## src/link_recovery_pkg.sv

```systemverilog
package link_recovery_pkg;

  // APB byte offsets
  localparam logic [7:0] OFF_EDIT       = 8'h00;
  localparam logic [7:0] OFF_COMMAND    = 8'h04;
  localparam logic [7:0] OFF_ACTIVE     = 8'h08;
  localparam logic [7:0] OFF_STATE      = 8'h0C;
  localparam logic [7:0] OFF_IRQ_STATUS = 8'h10;
  localparam logic [7:0] OFF_IRQ_CLEAR  = 8'h14;
  localparam logic [7:0] OFF_IRQ_ENABLE = 8'h18;

  // Settings word layout (edit and active registers)
  localparam int TMO_LSB    = 0;
  localparam int TMO_W      = 4;
  localparam int RETRY_LSB  = 8;
  localparam int RETRY_W    = 8;
  localparam int AUTO_BIT   = 16;
  localparam int SCANA_BIT  = 17;

  // Command register bits
  localparam int CMD_COMMIT = 0;
  localparam int CMD_CANCEL = 1;

  // State register layout
  localparam int ST_LSB     = 0;
  localparam int ST_W       = 3;
  localparam int CNT_LSB    = 8;

  // Interrupt bits
  localparam int IRQ_W         = 4;
  localparam int IRQ_TIMEOUT   = 0;
  localparam int IRQ_COMM_ERR  = 1;
  localparam int IRQ_HALTED    = 2;
  localparam int IRQ_RECOVERED = 3;

  // Factory values and limits
  localparam logic [3:0] TMO_DEFAULT   = 4'h1;
  localparam logic [3:0] TMO_MAX       = 4'hA;
  localparam logic [3:0] TMO_MIN       = 4'h0;
  localparam logic [7:0] RETRY_DEFAULT = 8'h05;
  localparam logic       AUTO_DEFAULT  = 1'b0;
  localparam logic       SCANA_DEFAULT = 1'b0;

  // Timing
  localparam int unsigned SECOND_NS     = 1000000000;
  localparam int unsigned CLK_PERIOD_NS = 10;
  localparam int unsigned SECOND_CYCLES = SECOND_NS / CLK_PERIOD_NS;

  typedef enum logic [2:0] {
    ST_RUN   = 3'h0,
    ST_WAIT  = 3'h1,
    ST_RETRY = 3'h2,
    ST_HALT  = 3'h3
  } link_state_t;

endpackage

```

## src/second_timer.sv

```systemverilog
`timescale 1ns/10ps
module second_timer #(
  parameter int unsigned SEC_CYCLES = link_recovery_pkg::SECOND_CYCLES
) (
  input  wire logic       clock_i,
  input  wire logic       sys_rst_i,
  input  wire logic       restart_i,
  output logic [3:0]      seconds_o
);

  logic [31:0] cycle_reg;
  logic [3:0]  seconds_reg;

  // Counts whole elapsed seconds, saturating at the top value
  always_ff @(posedge clock_i) begin
    if (sys_rst_i || restart_i) begin
      cycle_reg   <= 32'h0000_0000;
      seconds_reg <= 4'h0;
    end else if (cycle_reg == SEC_CYCLES - 1) begin
      cycle_reg <= 32'h0000_0000;
      if (seconds_reg != 4'hF) begin
        seconds_reg <= seconds_reg + 4'h1;
      end
    end else begin
      cycle_reg <= cycle_reg + 32'h0000_0001;
    end
  end

  assign seconds_o = seconds_reg;

endmodule

```

## src/host_link_error_recovery.sv

```systemverilog
// Functional notes
// - A request left unanswered past the response wait limit is a timeout error.
// - The wait limit is set in whole seconds from 0 to 10 and resets to 1.
// - Each selector press adds one second, wrapping from 10 to 0.
// - The attempt limit is set from 0 to 255 and resets to 5.
// - A communication error is retried up to the attempt limit before failing.
// - With auto-recover on, retries go on forever with no error indication.
// - With auto-recover off, an exhausted limit halts and raises the error indication.
// - Operator acknowledge restores the prior display and resumes reconnecting.
// - Auto-recover resets to off.
// - While halted, any two of four corners pressed together open the system menu.
// - Edits act only on commit; cancel restores the edits from the active values.
// - With port A given to a bar code reader, the host link uses port B.
// - Auto-recovery returns to normal with at most a brief initialising pulse.
`timescale 1ns/10ps
module host_link_error_recovery #(
  parameter int unsigned SEC_CYCLES = link_recovery_pkg::SECOND_CYCLES
) (
  input  wire logic        clock_i,
  input  wire logic        sys_rst_i,
  input  wire logic        psel_i,
  input  wire logic        penable_i,
  input  wire logic        pwrite_i,
  input  wire logic [7:0]  paddr_i,
  input  wire logic [31:0] pwdata_i,
  output logic [31:0]      prdata_o,
  output logic             pready_o,
  output logic             pslverr_o,
  input  wire logic        req_start_i,
  input  wire logic        resp_i,
  input  wire logic        comm_err_i,
  input  wire logic        ack_ok_i,
  input  wire logic        wait_sel_i,
  input  wire logic [3:0]  corner_i,
  output logic             retry_o,
  output logic             error_ind_o,
  output logic             run_mode_o,
  output logic             restore_display_o,
  output logic             init_ind_o,
  output logic             menu_open_o,
  output logic             host_on_port_b_o,
  output logic             irq_o
);

  ////////////////////////////////////////////////////////////////////////////
  function automatic logic hit(input logic [7:0] addr, input logic [7:0] off);
    hit = (addr[7:2] == off[7:2]);
  endfunction

  logic [31:0]                        prdata_reg;
  logic                               pready_reg;
  logic                               pslverr_reg;
  logic [3:0]                         edit_tmo_reg;
  logic [7:0]                         edit_retry_reg;
  logic                               edit_auto_reg;
  logic                               edit_scana_reg;
  logic [3:0]                         act_tmo_reg;
  logic [7:0]                         act_retry_reg;
  logic                               act_auto_reg;
  logic                               act_scana_reg;
  logic [link_recovery_pkg::IRQ_W-1:0] irq_status_reg;
  logic [link_recovery_pkg::IRQ_W-1:0] irq_enable_reg;
  logic [link_recovery_pkg::IRQ_W-1:0] irq_set;
  logic [link_recovery_pkg::IRQ_W-1:0] irq_clr;
  link_recovery_pkg::link_state_t     state_reg;
  link_recovery_pkg::link_state_t     state_next;
  logic [7:0]                         retry_cnt_reg;
  logic                               recovering_reg;
  logic                               retry_reg;
  logic                               error_ind_reg;
  logic                               run_mode_reg;
  logic                               restore_reg;
  logic                               init_ind_reg;
  logic                               menu_open_reg;
  logic                               port_b_reg;
  logic                               irq_reg;
  logic [3:0]                         seconds;
  logic                               wr_take;
  logic                               setup;
  logic                               timed_out;
  logic                               fail;
  logic                               fail_retry;
  logic                               commit;
  logic                               cancel;
  logic [2:0]                         corner_sum;
  logic [31:0]                        read_mux;
  logic                               mapped;

  assign setup   = psel_i && !penable_i;
  assign wr_take = psel_i && penable_i && pready_reg && pwrite_i;
  assign commit  = wr_take && hit(paddr_i, link_recovery_pkg::OFF_COMMAND)
                   && pwdata_i[link_recovery_pkg::CMD_COMMIT];
  assign cancel  = wr_take && hit(paddr_i, link_recovery_pkg::OFF_COMMAND)
                   && pwdata_i[link_recovery_pkg::CMD_CANCEL];

  ////////////////////////////////////////////////////////////////////////////
  // APB read path: data and ready are latched in the setup cycle
  always_comb begin
    read_mux = 32'h0000_0000;
    mapped   = 1'b1;
    if (hit(paddr_i, link_recovery_pkg::OFF_EDIT)) begin
      read_mux[link_recovery_pkg::TMO_LSB +: link_recovery_pkg::TMO_W]     = edit_tmo_reg;
      read_mux[link_recovery_pkg::RETRY_LSB +: link_recovery_pkg::RETRY_W] = edit_retry_reg;
      read_mux[link_recovery_pkg::AUTO_BIT]  = edit_auto_reg;
      read_mux[link_recovery_pkg::SCANA_BIT] = edit_scana_reg;
    end else if (hit(paddr_i, link_recovery_pkg::OFF_ACTIVE)) begin
      read_mux[link_recovery_pkg::TMO_LSB +: link_recovery_pkg::TMO_W]     = act_tmo_reg;
      read_mux[link_recovery_pkg::RETRY_LSB +: link_recovery_pkg::RETRY_W] = act_retry_reg;
      read_mux[link_recovery_pkg::AUTO_BIT]  = act_auto_reg;
      read_mux[link_recovery_pkg::SCANA_BIT] = act_scana_reg;
    end else if (hit(paddr_i, link_recovery_pkg::OFF_STATE)) begin
      read_mux[link_recovery_pkg::ST_LSB +: link_recovery_pkg::ST_W] = state_reg;
      read_mux[link_recovery_pkg::CNT_LSB +: link_recovery_pkg::RETRY_W] = retry_cnt_reg;
    end else if (hit(paddr_i, link_recovery_pkg::OFF_IRQ_STATUS)) begin
      read_mux[link_recovery_pkg::IRQ_W-1:0] = irq_status_reg;
    end else if (hit(paddr_i, link_recovery_pkg::OFF_IRQ_ENABLE)) begin
      read_mux[link_recovery_pkg::IRQ_W-1:0] = irq_enable_reg;
    end else if (!hit(paddr_i, link_recovery_pkg::OFF_COMMAND)
                 && !hit(paddr_i, link_recovery_pkg::OFF_IRQ_CLEAR)) begin
      mapped = 1'b0;
    end
  end

  always_ff @(posedge clock_i) begin
    if (sys_rst_i) begin
      prdata_reg  <= 32'h0000_0000;
      pready_reg  <= 1'b0;
      pslverr_reg <= 1'b0;
    end else begin
      pready_reg  <= setup;
      pslverr_reg <= setup && !mapped;
      if (setup && !pwrite_i) begin
        prdata_reg <= read_mux;
      end
    end
  end

  ////////////////////////////////////////////////////////////////////////////
  // Edit copy of the settings
  always_ff @(posedge clock_i) begin
    if (sys_rst_i) begin
      edit_tmo_reg   <= link_recovery_pkg::TMO_DEFAULT;
      edit_retry_reg <= link_recovery_pkg::RETRY_DEFAULT;
      edit_auto_reg  <= link_recovery_pkg::AUTO_DEFAULT;
      edit_scana_reg <= link_recovery_pkg::SCANA_DEFAULT;
    end else if (cancel) begin
      edit_tmo_reg   <= act_tmo_reg;
      edit_retry_reg <= act_retry_reg;
      edit_auto_reg  <= act_auto_reg;
      edit_scana_reg <= act_scana_reg;
    end else if (wr_take && hit(paddr_i, link_recovery_pkg::OFF_EDIT)) begin
      // Out-of-range wait limits are held at the top of the range
      if (pwdata_i[link_recovery_pkg::TMO_LSB +: link_recovery_pkg::TMO_W]
          > link_recovery_pkg::TMO_MAX) begin
        edit_tmo_reg <= link_recovery_pkg::TMO_MAX;
      end else begin
        edit_tmo_reg <= pwdata_i[link_recovery_pkg::TMO_LSB +: link_recovery_pkg::TMO_W];
      end
      edit_retry_reg <= pwdata_i[link_recovery_pkg::RETRY_LSB +: link_recovery_pkg::RETRY_W];
      edit_auto_reg  <= pwdata_i[link_recovery_pkg::AUTO_BIT];
      edit_scana_reg <= pwdata_i[link_recovery_pkg::SCANA_BIT];
    end else if (wait_sel_i) begin
      if (edit_tmo_reg >= link_recovery_pkg::TMO_MAX) begin
        edit_tmo_reg <= link_recovery_pkg::TMO_MIN;
      end else begin
        edit_tmo_reg <= edit_tmo_reg + 4'h1;
      end
    end
  end

  // Active settings change only on commit
  always_ff @(posedge clock_i) begin
    if (sys_rst_i) begin
      act_tmo_reg   <= link_recovery_pkg::TMO_DEFAULT;
      act_retry_reg <= link_recovery_pkg::RETRY_DEFAULT;
      act_auto_reg  <= link_recovery_pkg::AUTO_DEFAULT;
      act_scana_reg <= link_recovery_pkg::SCANA_DEFAULT;
    end else if (commit && !cancel) begin
      act_tmo_reg   <= edit_tmo_reg;
      act_retry_reg <= edit_retry_reg;
      act_auto_reg  <= edit_auto_reg;
      act_scana_reg <= edit_scana_reg;
    end
  end

  ////////////////////////////////////////////////////////////////////////////
  // Link recovery sequencer
  second_timer #(
    .SEC_CYCLES (SEC_CYCLES)
  ) u_timer (
    .clock_i   (clock_i),
    .sys_rst_i (sys_rst_i),
    .restart_i (state_reg != link_recovery_pkg::ST_WAIT),
    .seconds_o (seconds)
  );

  assign timed_out  = (state_reg == link_recovery_pkg::ST_WAIT) && (seconds >= act_tmo_reg);
  assign fail       = !resp_i && (timed_out || (comm_err_i &&
                      ((state_reg == link_recovery_pkg::ST_WAIT) ||
                       (state_reg == link_recovery_pkg::ST_RUN))));
  assign fail_retry = act_auto_reg || (retry_cnt_reg < act_retry_reg);

  always_comb begin
    state_next = state_reg;
    case (state_reg)
      link_recovery_pkg::ST_RUN: begin
        if (fail) begin
          state_next = fail_retry ? link_recovery_pkg::ST_RETRY : link_recovery_pkg::ST_HALT;
        end else if (req_start_i) begin
          state_next = link_recovery_pkg::ST_WAIT;
        end
      end
      link_recovery_pkg::ST_WAIT: begin
        if (resp_i) begin
          state_next = link_recovery_pkg::ST_RUN;
        end else if (fail) begin
          state_next = fail_retry ? link_recovery_pkg::ST_RETRY : link_recovery_pkg::ST_HALT;
        end
      end
      link_recovery_pkg::ST_RETRY: begin
        state_next = link_recovery_pkg::ST_WAIT;
      end
      link_recovery_pkg::ST_HALT: begin
        if (ack_ok_i) begin
          state_next = link_recovery_pkg::ST_RETRY;
        end
      end
      default: begin
        state_next = link_recovery_pkg::ST_RUN;
      end
    endcase
  end

  always_ff @(posedge clock_i) begin
    if (sys_rst_i) begin
      state_reg <= link_recovery_pkg::ST_RUN;
    end else begin
      state_reg <= state_next;
    end
  end

  // Attempt count and recovery flag
  always_ff @(posedge clock_i) begin
    if (sys_rst_i) begin
      retry_cnt_reg  <= 8'h00;
      recovering_reg <= 1'b0;
    end else if ((state_reg == link_recovery_pkg::ST_WAIT) && resp_i) begin
      retry_cnt_reg  <= 8'h00;
      recovering_reg <= 1'b0;
    end else if ((state_reg == link_recovery_pkg::ST_HALT) && ack_ok_i) begin
      retry_cnt_reg  <= 8'h00;
    end else if (fail) begin
      recovering_reg <= 1'b1;
      if (!act_auto_reg && fail_retry) begin
        retry_cnt_reg <= retry_cnt_reg + 8'h01;
      end
    end
  end

  ////////////////////////////////////////////////////////////////////////////
  // Registered outputs
  always_comb begin
    corner_sum = 3'h0;
    for (int i = 0; i < 4; i++) begin
      corner_sum = corner_sum + {2'h0, corner_i[i]};
    end
  end

  always_ff @(posedge clock_i) begin
    if (sys_rst_i) begin
      retry_reg     <= 1'b0;
      error_ind_reg <= 1'b0;
      run_mode_reg  <= 1'b1;
      restore_reg   <= 1'b0;
      init_ind_reg  <= 1'b0;
      menu_open_reg <= 1'b0;
      port_b_reg    <= 1'b0;
    end else begin
      retry_reg     <= (state_next == link_recovery_pkg::ST_RETRY);
      error_ind_reg <= (state_next == link_recovery_pkg::ST_HALT);
      run_mode_reg  <= (state_next != link_recovery_pkg::ST_HALT);
      restore_reg   <= (state_reg == link_recovery_pkg::ST_HALT) && ack_ok_i;
      init_ind_reg  <= fail && act_auto_reg;
      menu_open_reg <= (state_reg == link_recovery_pkg::ST_HALT)
                       && (corner_sum >= 3'h2);
      port_b_reg    <= act_scana_reg;
    end
  end

  ////////////////////////////////////////////////////////////////////////////
  // Interrupts: set wins over clear
  always_comb begin
    irq_set = '0;
    irq_set[link_recovery_pkg::IRQ_TIMEOUT]   = timed_out && !resp_i;
    irq_set[link_recovery_pkg::IRQ_COMM_ERR]  = fail && comm_err_i;
    irq_set[link_recovery_pkg::IRQ_HALTED]    = (state_next == link_recovery_pkg::ST_HALT)
                                                && (state_reg != link_recovery_pkg::ST_HALT);
    irq_set[link_recovery_pkg::IRQ_RECOVERED] = (state_reg == link_recovery_pkg::ST_WAIT)
                                                && resp_i && recovering_reg;
    irq_clr = '0;
    if (wr_take && hit(paddr_i, link_recovery_pkg::OFF_IRQ_CLEAR)) begin
      irq_clr = pwdata_i[link_recovery_pkg::IRQ_W-1:0];
    end
  end

  always_ff @(posedge clock_i) begin
    if (sys_rst_i) begin
      irq_status_reg <= '0;
      irq_enable_reg <= '0;
      irq_reg        <= 1'b0;
    end else begin
      irq_status_reg <= (irq_status_reg & ~irq_clr) | irq_set;
      if (wr_take && hit(paddr_i, link_recovery_pkg::OFF_IRQ_ENABLE)) begin
        irq_enable_reg <= pwdata_i[link_recovery_pkg::IRQ_W-1:0];
      end
      irq_reg <= |(((irq_status_reg & ~irq_clr) | irq_set) & irq_enable_reg);
    end
  end

  assign prdata_o          = prdata_reg;
  assign pready_o          = pready_reg;
  assign pslverr_o         = pslverr_reg;
  assign retry_o           = retry_reg;
  assign error_ind_o       = error_ind_reg;
  assign run_mode_o        = run_mode_reg;
  assign restore_display_o = restore_reg;
  assign init_ind_o        = init_ind_reg;
  assign menu_open_o       = menu_open_reg;
  assign host_on_port_b_o  = port_b_reg;
  assign irq_o             = irq_reg;
endmodule

```

## config.mk

```make
export PLATFORM = sky130hd
export DESIGN_NAME = host_link_error_recovery
export DESIGN_NICKNAME = d
export VERILOG_FILES = /design/src/link_recovery_pkg.sv /design/src/second_timer.sv /design/src/host_link_error_recovery.sv
export SDC_FILE = /design/constraint.sdc
export NUM_CORES = 1
export LEC_CHECK = 0
export BUFFER_PORTS_ARGS = -buffer_cell sky130_fd_sc_hd__buf_2
export CELL_PAD_IN_SITES_DETAIL_PLACEMENT = 1
export CELL_PAD_IN_SITES_GLOBAL_PLACEMENT = 1
export CORE_MARGIN = 3
export CORE_UTILIZATION = 45
export DETAILED_ROUTE_END_ITERATION = 7
export PLACE_DENSITY = 0.81
export SYNTH_ARGS = -nofsm -noshare
export SYNTH_HDL_FRONTEND = slang
export SYNTH_SLANG_ARGS = --single-unit
```

## constraint.sdc

```tcl
create_clock -name clock_i -period 4.51 [get_ports clock_i]
set_input_delay 0.451 -clock clock_i [delete_from_list [all_inputs] [get_ports clock_i]]
set_output_delay 0.451 -clock clock_i [all_outputs]
set_load 0.03 [all_outputs]
```

== After elaboration in Yosys (flattened, before gate mapping) ==
Index checks and enable logic that the tools add are counted.

* Magnitude comparators: 5
* Eq/ne operators: 16
* Mux-type cells: 35
* Add/subtract/negate cells: 7
* Bitwise logic cells: 5
* Reductions and logical operators: 49

{| class="wikitable"
|+ Operators with widths
! operator !! number
|-
| $mux 4 || 10
|-
| $add 32x1->32 const B || 1
|-
| $eq 32x27->1 const B || 1
|-
| $mux 8 || 4
|-
| $logic_and 1x1->1 || 26
|-
| $eq 6x3->1 const B || 3
|-
| $mux 3 || 6
|-
| $eq 3x2->1 const B || 4
|-
| $eq 6x2->1 const B || 2
|-
| $mux 1 || 12
|-
| $pmux 3 s4 || 1
|-
| $mux 10 || 1
|-
| $add 4x1->4 const B || 2
|-
| $add 8x1->8 const B || 1
|-
| $and 4x4->4 || 2
|-
| $logic_not 1->1 || 8
|-
| $lt 8x8->1 || 1
|-
| $eq 6x1->1 const B || 1
|-
| $logic_not 6->1 || 1
|-
| $ne 3x2->1 const B || 2
|-
| $reduce_and 2->1 || 3
|-
| $ge 4x4->1 || 1
|-
| $ge 4x4->1 const B || 1
|-
| $gt 4x4->1 const B || 1
|-
| 18 further kinds || 22
|}

* Output and inout bits: 42
* Bits of input ports: 54
* Word-level logic and storage cells: 143
* Register bits after elaboration: 108

== Longest topological paths before layout ==
* Depth in word-level cells: 13
* Depth in mapped cells: 8
* Depth with buffers taken out: 7

== Cells and area by module ==
From an unflattened synthesis, not the netlist that was laid out.

* Cells, all modules: 666
* Area, all modules: 5587.9 µm²

{| class="wikitable"
|+ Modules (own cells, without submodules)
! module !! area an instance (µm²) !! sequential area each (µm²) !! times used !! cells each
|-
| host_link_error_recovery || 3887.5 || 1441.4 || 1 || 465
|-
| second_timer || 1700.4 || 720.7 || 1 || 201
|}

== Least setup slack after synthesis ==
OpenSTA, ideal clock, no wires.

* Path kind: reg2reg
* Start point: register u_timer.seconds_reg[0], in the netlist u_timer.seconds_o[0]
* End point: register error_ind_reg, in the netlist error_ind_o
* Slack: 2.173 ns
* Buffers on the path: 1
* Data arrival time: 2.201 ns
* Stages on the path, launching flop included: 9
* Data required time: 4.374 ns
* Setup time: 0.136 ns
* Period minus slack after synthesis: 2.337 ns
* Cell sequence: dfxtp_1 > inv_1 > ha_1 > nand2b_1 > a2111oi_0 > o41a_1 > buf_2 > a211oi_1 > nor2b_1

* Longest elaborated chain between the ends: 8
* Elaborated cells between the ends (all ways): 9
* Classes of those cells: order compare (1); eq/ne (1); mux (4); reduce/logical (3)

{| class="wikitable"
|+ RTL lines
! item !! line !! text
|-
| start: declaration || second_timer.sv:12 || <nowiki>logic [3:0] seconds_reg;</nowiki>
|-
| start signal: assignment || second_timer.sv:22 || <nowiki>seconds_reg <= seconds_reg + 4'h1;</nowiki>
|-
| $ge 4x4->1 (*) || host_link_error_recovery.sv:197 || <nowiki>assign timed_out = (state_reg == link_recovery_pkg::ST_WAIT) && (seconds >= act_tmo_reg);</nowiki>
|-
| $logic_and 1x1->1 (*) || host_link_error_recovery.sv:197 ||
|-
| $logic_or 1x1->1 (*) || host_link_error_recovery.sv:198 || <nowiki>assign fail = !resp_i && (timed_out || (comm_err_i &&</nowiki>
|-
| $logic_and 1x1->1 (*) || host_link_error_recovery.sv:198 ||
|-
| $mux 3 || host_link_error_recovery.sv:216 || <nowiki>end else if (fail) begin</nowiki>
|-
| $mux 3 || host_link_error_recovery.sv:214 || <nowiki>if (resp_i) begin</nowiki>
|-
| $pmux 3 s4 (*) || host_link_error_recovery.sv:205 || <nowiki>case (state_reg)</nowiki>
|-
| $eq 3x2->1 (*) || host_link_error_recovery.sv:280 || <nowiki>error_ind_reg <= (state_next == link_recovery_pkg::ST_HALT);</nowiki>
|-
| end signal: assignment || host_link_error_recovery.sv:280 ||
|-
| end: declaration || host_link_error_recovery.sv:70 || <nowiki>logic error_ind_reg;</nowiki>
|}

Every way passes the cells marked *; elsewhere a longest branch is shown, timed or not.
A chain may end at the register's enable or synchronous reset.

== Worst setup path after layout ==
Same ends and word-level chain as after synthesis.

==> results.tsv <==
stage	metric	value	unit
status	outcome	finished clean	
timing	Final Cycle Share	61.14	%
placed_design	placed cell areas	0.005808	sq mm
die	die area	0.01365	sq mm
clock_tree	Inserted Clock Buffers	9	
power	Comb pwr share	7.6	%
critical_path	Worst Path Required	4.71	ns
logic_synthesis	Area contributors post-synth	dfxtp_1, nor2_1, mux2i_1, ha_1, nand2_1	
drt	via density per instance	5.946	
drt	routed length per instance	18.63	um
clock_tree	H-tree Lvls	3	
die	# IOs	96	
cells_and_area	diodes inserted	0	
logic_synthesis	post-synthesis sequential area ratio	39.12	%
timing	hold_ws	0.3528	ns
placed_design	DP Worst Slack	1.672	ns
die	initial core utilization	47.19	%
cells_and_area	Layout Cells excl Fill	830	
die	core area	0.01171	sq mm
grt	first-pass GRT wire length	25.52	mm
placed_design	RePlAce Congestion	0.8175	
drt	Residual DRC	0	
clock_tree	clk slew on worst S/H paths	0.07	ns
run	Max Cap Viol	0	
timing	Hold Fails Final Rpt	0	
cells_and_area	layout cells sized above 1	12.66	%
logic_synthesis	Mapped Cells	642	
drt	Final ANT Viol Nets	0	
timing	RSZ-0062 raised after global routing	false	
cells_and_area	Area Growth Syn to Fin	10.39	%
power	Net Switching	0.4554	mW
timing	final-report max-slew violation count	0	
drt	vias after detailed routing	4935	
clock_tree	clock insertion delay at the later pin of the skew report	0.35	ns
logic_synthesis	Post-synth EDFFs	0	
grt	total track usage	23.77	%
placed_design	Port-buffer cells	57	
logic_synthesis	count of cell types in the netlist	70	
timing	Tmin final	2.758	ns
drt	DRT Pass-1 Iters	4	
power	sequential share of power	51.3	%
timing	actual slew at the worst max-slew pin	1.116	ns
logic_synthesis	Mean Syn Cell Area	8.608	sq um
critical_path	critical path type	flip-flop to flip-flop	
power	Lkg Pwr	2.401	nW
cells_and_area	NumNets Final	754	
clock_tree	root buffer cell	clkbuf_16	
critical_path	startpoint type of the worst setup path	flip-flop	
cells_and_area	max reg flops	32	
cells_and_area	final instance area	0.006101	sq mm
clock_tree	number of hold buffers added after cts	0	
critical_path	CP Max Fanout	13	
drt	Post-Route WL	15.46	mm
timing	Final TNS setup	0	ns
logic_synthesis	area leader, netlist	dfxtp_1	
timing	Slew HR	24.60	%
logic_synthesis	Main synth FF type	dfxtp_1	
placed_design	DP Wirelength	11.25	mm
logic_synthesis	Post-synth ARST share	0	%
critical_path	critical path arrival	2.96	ns
grt	largest net degree at the start of global routing	57	
clock_tree	total clock sinks	108	
logic_synthesis	Cell Area, Synth	0.005527	sq mm
timing	min setup slack post-route	1.752	ns
logic_synthesis	synthesized flop and latch total	108	
grt	number of global-route vias before repair	5157	
placed_design	Placed Instances	815	
worst_hold_path	Hold Path Class	input port to flip-flop	
clock_tree	post-CTS sizing	0	
logic_synthesis	Yosys warnings	0	
clock_tree	Setup Fix Bufs, Post-CTS	0	
timing	FMAX	362.6	MHz
die	row count	39	
power	Clock Power Share	41.1	%
drt	initial drt markers	326	
die	Die W	116.8	um
die	chip height	116.8	um
timing	clock skew	0.008393	ns
power	Pint	1.453	mW
power	Peak VDD IR	0.0001873	V
grt	initial antenna violation count	1	
power	Power, Total	1.909	mW
cells_and_area	most common cell after layout, fill and taps aside	dfxtp_1	
clock_tree	TritonCTS clock tree	yes	
power	pwr dens	312.9	mW/mm^2
critical_path	Worst Setup End Kind	flip-flop	
cells_and_area	fin util	52.09	%
logic_synthesis	post-synth top area share	39.12	%
power	switching part of the total power	23.86	%
clock_tree	CTS max path bufs	2	
timing	final setup fails	0	
cells_and_area	most frequent cells in the layout	dfxtp_1, nor2_1, buf_2, nand2_1, mux2i_1	
grt	grt ovf	0	
power groups by stage:
stage               combinational (mW)  clock (mW)  sequential, mW
floorplan                       0.0977           0            1.01
global placement                 0.138           0            1.00
detailed placement               0.142           0            1.00
CTS                              0.144       0.809           0.979
global route                     0.159       0.856           0.981
finish                           0.145       0.784           0.980
layout make-up:
cell class | instances | area, sq um
inverter | 22 | 82.58
fill | 1444 | 5610
multi-input combinational | 481 | 3069
clock buffer | 11 | 242.7
tap | 143 | 178.9
timing repair buffer | 61 | 315.3
sequential | 108 | 2162
clock inverter | 4 | 50.05
routing by layer:
metal / routed length, um / global-route usage, % / vias up
met4: 435 / 11.31 / 2
li1: - / - / 2370
met5: 7 / 0 / -
met3: 710 / 4.627 / 37
met2: 7824 / 41.26 / 119
met1: 6484 / 28.19 / 2407
synth_stat cells (all sizes together), types with 11 or more instances:
master and count:
a211oi 18, nor2 98, ha 16, mux2i 32, nand2 45, a21oi 25
buf 28, nor3 11, xor2 18, dfxtp 108, clkbuf 21, nand4 17
nand3 27, o21ai 13, inv 22
critical path, cell delays in order (launching register included):
cell       delay (ns)
dfxtp_1          0.43
inv_1            0.07
ha_1             0.28
nand2b_1         0.14
a2111oi_0        0.68
o41a_1           0.54
a211oi_1         0.27
nor2b_1          0.20
path summary, 6_finish.rpt:
path                              from                    to  slack, ns  cells after the start
setup / recovery  u_timer.seconds_o[0]           error_ind_o       1.75                      7
hold / removal            pwdata_i[10]     edit_retry_reg[2]       0.35                      3
setup reg to reg  u_timer.seconds_o[0]           error_ind_o       1.75                      7
hold reg to reg   u_timer.cycle_reg[0]  u_timer.cycle_reg[0]       0.47                      1
cell families after synthesis:
family / share of synthesized area, %
AOI/OAI and AO/OA: 15.15
other: 0.06785
muxes: 6.407
xor gates and xnor gates: 4.279
DFF: 39.12
adders and majority gates: 3.985
and+or+nand+nor: 24.43
buffers and inverters: 6.566
(Power assumes the default switching activity.)
